[src/inc/rcw_consts.svh]
`ifndef RCW_CONSTS_SVH
`define RCW_CONSTS_SVH

// ----------------------------------------------------------------
// timer configuration register fields
// ----------------------------------------------------------------
`define RCW_OPT_SRC_BIT 5
`define RCW_OPT_EDGE_BIT 4
`define RCW_OPT_ASSIGN_BIT 3
`define RCW_OPT_RATE_MSB 2
`define RCW_OPT_RATE_LSB 0

// ----------------------------------------------------------------
// reset values
// ----------------------------------------------------------------
`define RCW_RESET_VECTOR 11'h7FF
`define RCW_FLAGS_POR 2'b11
`define RCW_FLAGS_WDOG_SLEEP 2'b00
`define RCW_FLAGS_WDOG_ACTIVE 2'b01

// ----------------------------------------------------------------
// timing
// ----------------------------------------------------------------
`define RCW_CLK_HZ 25000000
`define RCW_WDOG_OSC_HZ 16000
`define RCW_WDOG_OSC_DIV (`RCW_CLK_HZ / `RCW_WDOG_OSC_HZ)

`endif

[src/inc/rcw_pkg.sv]
package rcw_pkg;

	typedef logic [7:0] rcw_byte_t;

	// state of the prescaler module
	typedef struct packed {
		rcw_byte_t cnt;
	} rcw_psc_s;

	// state of the timer top
	typedef struct packed {
		logic sync1;
		logic sync2;
		logic sync3;
		logic [10:0] osc_cnt;
		rcw_byte_t rtc;
		rcw_byte_t wdog;
		logic rtc_irq;
		logic wdog_rst;
		logic expired_st;
		logic asleep_st;
		logic [10:0] pc_vec;
	} rcw_top_s;

endpackage

[src/inc/rcw_psc_if.sv]
`timescale 1ns/1ps
interface rcw_psc_if;
	logic tick;
	logic clear;
	logic [2:0] rate;
	logic wdog_mode;
	logic out_tick;

	modport master (output tick, output clear, output rate, output wdog_mode, input out_tick);
	modport scaler (input tick, input clear, input rate, input wdog_mode, output out_tick);
endinterface

[src/design/rcw_prescaler.sv]
`timescale 1ns/1ps
module rcw_prescaler (
	input wire logic clk,
	input wire logic sys_rst,
	rcw_psc_if.scaler psc
);
	import rcw_pkg::*;

	rcw_psc_s q_r;
	rcw_psc_s q_nxt;
	logic [3:0] shift;
	rcw_byte_t mask;

	// low k bits set: ratio 2^k
	function automatic rcw_byte_t rcw_mask(input logic [3:0] k);
		logic [8:0] one_hot;
		one_hot = 9'h001 << k;
		return 8'(one_hot - 9'h001);
	endfunction

	// watchdog: 2^rate; real-time counter: 2^(rate+1), full 8 bits at top
	assign shift = psc.wdog_mode ? {1'b0, psc.rate} : ({1'b0, psc.rate} + 4'h1);
	assign mask = rcw_mask(shift);
	// clear is not read here: it depends on this output via the timeout, a loop
	assign psc.out_tick = psc.tick && ((q_r.cnt & mask) == mask);

	always_comb begin
		q_nxt = q_r;
		if (psc.clear) begin
			q_nxt.cnt = 8'h00;
		end else if (psc.tick) begin
			q_nxt.cnt = q_r.cnt + 8'h01;
		end
	end

	always_ff @(posedge clk) begin
		if (sys_rst) begin
			q_r <= '0;
		end else begin
			q_r <= q_nxt;
		end
	end
endmodule

[src/design/rcw_timer.sv]
// Operation
// - 8-bit real-time counter steps on instruction cycles or external pin edges.
// - source bit clear selects instruction cycles, optionally through the prescaler.
// - source bit set counts valid transitions on the external count pin.
// - edge bit set counts falling edges, clear counts rising edges.
// - interrupt request raised when the real-time counter wraps from FF to 00.
// - no rollover flag latched; software reads the counter to see overflow.
// - one 8-bit prescaler extends the real-time counter to 16 bits.
// - 8-bit watchdog counter stepped by its own nominal 16 kHz oscillator.
// - watchdog reset issued on timeout only when the nonvolatile_config_word enable is 1.
// - assign bit set routes watchdog output through prescaler as postscaler.
// - assign bit clear routes count source through prescaler into real-time counter.
// - three rate bits pick the divide ratio for either counter.
// - prescaler count is never readable or writable by software.
// - prescaler serves one counter; the other runs undivided.
// - watchdog reset loads the program counter with top address 07FF.
// - watchdog reset sets expired/sleep flags 00 when asleep, 01 when active.
`timescale 1ns/1ps
`include "rcw_consts.svh"
module rcw_timer #(
	parameter int unsigned OSC_DIV = `RCW_WDOG_OSC_DIV
) (
	input wire logic clk,
	input wire logic sys_rst,
	input wire logic instr_tick,
	input wire logic [7:0] option_cfg,
	input wire logic rtc_wr,
	input wire logic [7:0] rtc_wdata,
	input wire logic ext_count_pin,
	input wire logic watchdog_kick_instr,
	input wire logic sleep_mode,
	input wire logic watchdog_nonvolatile_config_word_enable,
	output rcw_pkg::rcw_byte_t real_time_counter,
	output logic rtc_irq,
	output logic watchdog_reset,
	output logic watchdog_expired_flag,
	output logic sleep_flag,
	output logic [10:0] pc_reset_vector
);
	import rcw_pkg::*;

	// ----------------------------------------------------------------
	// configuration decode
	// ----------------------------------------------------------------
	logic src_ext;
	logic edge_fall;
	logic prescaler_assign_bit;
	logic prescaler_rate_bit0;
	logic prescaler_rate_bit1;
	logic prescaler_rate_bit2;

	assign src_ext = option_cfg[`RCW_OPT_SRC_BIT];
	assign edge_fall = option_cfg[`RCW_OPT_EDGE_BIT];
	assign prescaler_assign_bit = option_cfg[`RCW_OPT_ASSIGN_BIT];
	assign prescaler_rate_bit0 = option_cfg[`RCW_OPT_RATE_LSB];
	assign prescaler_rate_bit1 = option_cfg[`RCW_OPT_RATE_LSB + 1];
	assign prescaler_rate_bit2 = option_cfg[`RCW_OPT_RATE_MSB];

	// ----------------------------------------------------------------
	// state and shared prescaler
	// ----------------------------------------------------------------
	rcw_top_s q_r;
	rcw_top_s q_nxt;
	rcw_psc_if psc_bus ();

	// prescaler has no software port at all, only this private link
	rcw_prescaler u_psc (
		.clk(clk),
		.sys_rst(sys_rst),
		.psc(psc_bus.scaler)
	);

	logic ext_edge;
	logic src_tick;
	logic osc_tick;
	logic wdog_ovf;
	logic timeout;
	logic wdog_fire;
	logic wdog_clear;
	logic rtc_inc;

	// ----------------------------------------------------------------
	// count source
	// ----------------------------------------------------------------
	// sync1 is read only by sync2; edges compare sync2 with sync3
	assign ext_edge = edge_fall ? (q_r.sync3 && !q_r.sync2)
		: (!q_r.sync3 && q_r.sync2);
	assign src_tick = src_ext ? ext_edge : instr_tick;

	// ----------------------------------------------------------------
	// watchdog oscillator and routing
	// ----------------------------------------------------------------
	// oscillator modelled as an enable from the system clock divider
	assign osc_tick = (q_r.osc_cnt == 11'(OSC_DIV - 1));
	assign wdog_ovf = osc_tick && (q_r.wdog == 8'hFF) && !watchdog_kick_instr;
	assign timeout = prescaler_assign_bit ? psc_bus.out_tick : wdog_ovf;
	assign wdog_fire = timeout && watchdog_nonvolatile_config_word_enable;
	assign wdog_clear = watchdog_kick_instr || wdog_fire;
	assign rtc_inc = prescaler_assign_bit ? src_tick : psc_bus.out_tick;

	assign psc_bus.tick = prescaler_assign_bit ? wdog_ovf : src_tick;
	assign psc_bus.clear = wdog_clear;
	assign psc_bus.rate = {prescaler_rate_bit2, prescaler_rate_bit1, prescaler_rate_bit0};
	assign psc_bus.wdog_mode = prescaler_assign_bit;

	// ----------------------------------------------------------------
	// next state
	// ----------------------------------------------------------------
	always_comb begin
		q_nxt = q_r;
		q_nxt.sync1 = ext_count_pin;
		q_nxt.sync2 = q_r.sync1;
		q_nxt.sync3 = q_r.sync2;
		q_nxt.rtc_irq = 1'b0;
		q_nxt.wdog_rst = 1'b0;
		q_nxt.osc_cnt = osc_tick ? 11'h000 : (q_r.osc_cnt + 11'h001);
		if (wdog_clear) begin
			q_nxt.wdog = 8'h00;
		end else if (osc_tick) begin
			q_nxt.wdog = q_r.wdog + 8'h01;
		end
		if (wdog_fire) begin
			q_nxt.wdog_rst = 1'b1;
			q_nxt.pc_vec = `RCW_RESET_VECTOR;
			{q_nxt.expired_st, q_nxt.asleep_st} = sleep_mode ? `RCW_FLAGS_WDOG_SLEEP
				: `RCW_FLAGS_WDOG_ACTIVE;
		end
		// a core write beats a same-cycle increment
		if (rtc_wr) begin
			q_nxt.rtc = rtc_wdata;
		end else if (rtc_inc) begin
			q_nxt.rtc = q_r.rtc + 8'h01;
			q_nxt.rtc_irq = (q_r.rtc == 8'hFF);
		end
	end

	always_ff @(posedge clk) begin
		if (sys_rst) begin
			q_r <= '0;
			{q_r.expired_st, q_r.asleep_st} <= `RCW_FLAGS_POR;
			q_r.pc_vec <= `RCW_RESET_VECTOR;
		end else begin
			q_r <= q_nxt;
		end
	end

	// ----------------------------------------------------------------
	// outputs
	// ----------------------------------------------------------------
	assign real_time_counter = q_r.rtc;
	assign rtc_irq = q_r.rtc_irq;
	assign watchdog_reset = q_r.wdog_rst;
	assign watchdog_expired_flag = q_r.expired_st;
	assign sleep_flag = q_r.asleep_st;
	assign pc_reset_vector = q_r.pc_vec;
endmodule

[config.mk]
export PLATFORM = sky130hd
export DESIGN_NAME = rcw_timer
export DESIGN_NICKNAME = d
export VERILOG_FILES = /design/src/inc/rcw_pkg.sv /design/src/inc/rcw_psc_if.sv /design/src/design/rcw_prescaler.sv /design/src/design/rcw_timer.sv
export VERILOG_INCLUDE_DIRS = /design/src /design/src/inc
export SDC_FILE = /design/constraint.sdc
export NUM_CORES = 1
export LEC_CHECK = 0
export ABC_CLOCK_PERIOD_IN_PS = 7980
export BUFFER_PORTS_ARGS = -buffer_cell sky130_fd_sc_hd__buf_2
export CORE_ASPECT_RATIO = 0.7
export CORE_MARGIN = 5
export CORE_UTILIZATION = 30
export DETAILED_ROUTE_END_ITERATION = 8
export PLACE_DENSITY = 0.5
export SETUP_SLACK_MARGIN = 0.4
export SYNTH_ARGS = -nofsm -noshare
export SYNTH_HDL_FRONTEND = slang
export SYNTH_SLANG_ARGS = --single-unit
[constraint.sdc]
create_clock -name clk -period 7.98 [get_ports clk]
set_input_delay 0 -clock clk [delete_from_list [all_inputs] [get_ports clk]]
set_output_delay 0 -clock clk [all_outputs]
set_load 0.05 [all_outputs]
==> impl_metrics.yaml <==
cells_and_area:
  diodes: 0
  drive_above_1_share_pct: 14.6
  nets: 352
  syn_to_final_growth_pct: 12.4
  fillers: 835
  layout_commonest_cell: "nor2_1"
  mostFrequentLayoutCells: "nor2_1 (48), dfxtp_1 (42), buf_2 (33)"
  final_util_pct: 34.8
die:
  num_io_pins: 47
  die_h_um: 85.8
  dieArea_um2: 10100
  die_x_um: 118
  initial_core_util_pct: 31.0
  core_um2: 7940
  row_count: 27
worst_setup_path:
  start_kind: "input pin"
  cp_max_fo: 16
  cp-endpoint: "u_psc.q_r[1]"
  crit_start: "option_cfg[0]"
  crit_path_top_delay_cell: "o21ai_1"
  crit_chain: "buf_2, ha_1, nand2_1, a2111oi_0, a21oi_1, ha_1, inv_1, a211o_1, a211oi_1, a211o_1, o41a_1, o21ai_1, nor2_1"
  arrival_ns: 3.69
  worstReg2RegStart: "q_r[39]"
  r2r_end: "u_psc.q_r[1]"
  slowest_delay_ns: 0.87
  crit_required_ns: 8.10
  end_kind: "flop"
  rrSetupSlack_ns: 5.12
  r2r_cells: 5
  crit_type: "input pin to flop"
place:
  dp.final_hpwl_mm: 4.23
  io_buffers: 33
  globalplace.congestion: 0.818
route:
  dr.pass1.iters: 6
  ant_nets: 0
  vias: 2026
  routed_wl_mm: 5.47
  drt_iter0_drc: 132
  via_per_inst: 4.79
  drc: 0
  wl_per_cell_um: 12.9
timing:
  relSlewSlack_pct: 26.9
  finalMaxSlewViolations: 0
  layout_min_cycle_time_ns: 3.57
  whs_ns: 0.0126
  tightest_slew_ns: 1.09
  setup_violations: 0
  final_hold_viol_count: 0
  max_freq_ghz: 0.280
  rsz0062_at_grt: "false"
  finalClockSkew_ns: 0.00861
  fin_crit_sh_pct: 44.7
  fin_tns_setup_ns: 0
cts:
  cts_hold_buffers: 2
  cts_sinks: 42
  clockBufferDepth: 2
  clock_latency_ns: 0.28
  cts_root_buf: "clkbuf_16"
  ctsHtreeMaxLevel: 2
  clk_pin_slew_ns: 0.06
  post_cts_resized: 0
  cts_tree: "yes"
  cts_made_buffers: 5
  cts_setup_buffers: 0
synth:
  yosysTopAreaCell: "dfxtp_1"
  syn_area_um2: 2460
  synth_edf_count: 0
  synth_cell_type_count: 51
  ys_top_cells_by_area: "dfxtp_1 (34%), nor2_1 (7.3%), xor2_1 (6.4%)"
  ys.flop_type: "dfxtp_1"
  synth_cells: 299
  synth_top_area_share_pct: 34.2
  async_reset_ff_share_pct: 0
  synth_seq_area_share_pct: 34.2
  avgSynthCellArea_um2: 8.23
  ys_ff_latch: 42
  ys_warn_count: 0
global_route:
  overflow: 0
  first_global_vias: 1873
  grt_pass1_wl_mm: 9.19
  grt_use_total_pct: 10.8
  antenna_found_initial: 0
  grt_start_max_net_pins: 19
job:
  cap_violations: 0
power:
  power_density_nw_per_um2: 183
  worst_ir_drop_vdd_mv: 0.0963
  p_leak_nw: 1.08
run_status:
  status: "completed"
hold_path:
  holdCritPathClass: "input pin to flop"
## metrics by stage
step	std cells	instance area, µm²	power, W	setup slack (ns)
after floorplan	309	2500	0.000293	5.02
after global placement	413	2590	0.000303	4.10
after detailed placement	413	2590	0.000303	4.10
after CTS	423	2770	0.000512	4.37
after global routing	423	2770	0.000528	3.96
final	423	2770	0.000505	4.41
## cell usage after synthesis (all sizes together), types with 4 or more instances
| cell type | instances |
|---|---|
| ha | 7 |
| nor3 | 5 |
| nand2b | 7 |
| xor2 | 18 |
| dfxtp | 42 |
| and2 | 5 |
| a311oi | 8 |
| a21o | 4 |
| nand2 | 13 |
| inv | 9 |
| nor2 | 48 |
| xnor2 | 6 |
| nor2b | 6 |
| o21ai | 13 |
| nand3 | 11 |
| or3 | 6 |
| nand4 | 10 |
| nand3b | 4 |
| a21oi | 5 |
| clkbuf | 7 |
| buf | 23 |
## metal layers
layer	vias up	global-route usage [%]	routed length [µm]
met5	-	0	0
met4	0	1.88	27
met3	4	3.10	204
met2	26	14.4	2110
met1	922	16.9	3130
li1	1074	-	-
## worst min-delay path by stage
stage,from,to,cells past startpoint
2_1_floorplan,ext_count_pin,q_nxt[43],1
3_3_place_gp,ext_count_pin,q_nxt[43],2
3_5_place_dp,ext_count_pin,q_nxt[43],2
4_1_cts,rtc_wdata[0],real_time_counter[0],3
5_1_grt,rtc_wdata[4],real_time_counter[4],3
6_report,rtc_wdata[0],real_time_counter[0],3
## final cells by class
class	instances	area [µm²]	area share, %
clock buffers	7	143	5.16
clock inverters	1	8.76	0.317
inverters	9	33.8	1.22
multi-input cells	228	1430	51.7
flip-flops and latches	42	841	30.4
well taps	101	126	4.57
repair buffers	35	185	6.69
## state kept, by name (all words and copies together), names as in the netlist
register               count
q_r                       20
real_time_counter          8
u_psc.q_r                  8
q_nxt                      2
rtc_irq                    1
sleep_flag                 1
watchdog_expired_flag      1
watchdog_reset             1
## report_power, final
part	internal [W]	total [W]	switching [W]
logic	0.0000232	0.0000767	0.0000535
registers	0.000215	0.000222	0.00000687
clock network	0.000126	0.000206	0.0000806
total	0.000364	0.000505	0.000141
## cell families (layout without fill, tap and decap cells)
group	after synthesis	count (layout)	share of synthesized area, %
compound gates	48	48	14.1
xor+xnor	24	24	8.54
fa+ha+maj	7	7	3.56
buf+inv	39	52	9.30
flops	42	42	34.2
mux	4	4	1.68
other cells	1	11	0.152
simple gates	134	134	28.5
## critical path, delay by kind of cell
| family | cells | cell delay [ns] |
|---|---|---|
| adder cells (fa/ha/maj) | 2 | 0.61 |
| buffers and inverters | 2 | 0.35 |
| AO/OA/AOI/OAI | 7 | 2.44 |
| AND/OR/NAND/NOR | 2 | 0.28 |
Note: power is estimated with default switching activity, not from simulation.
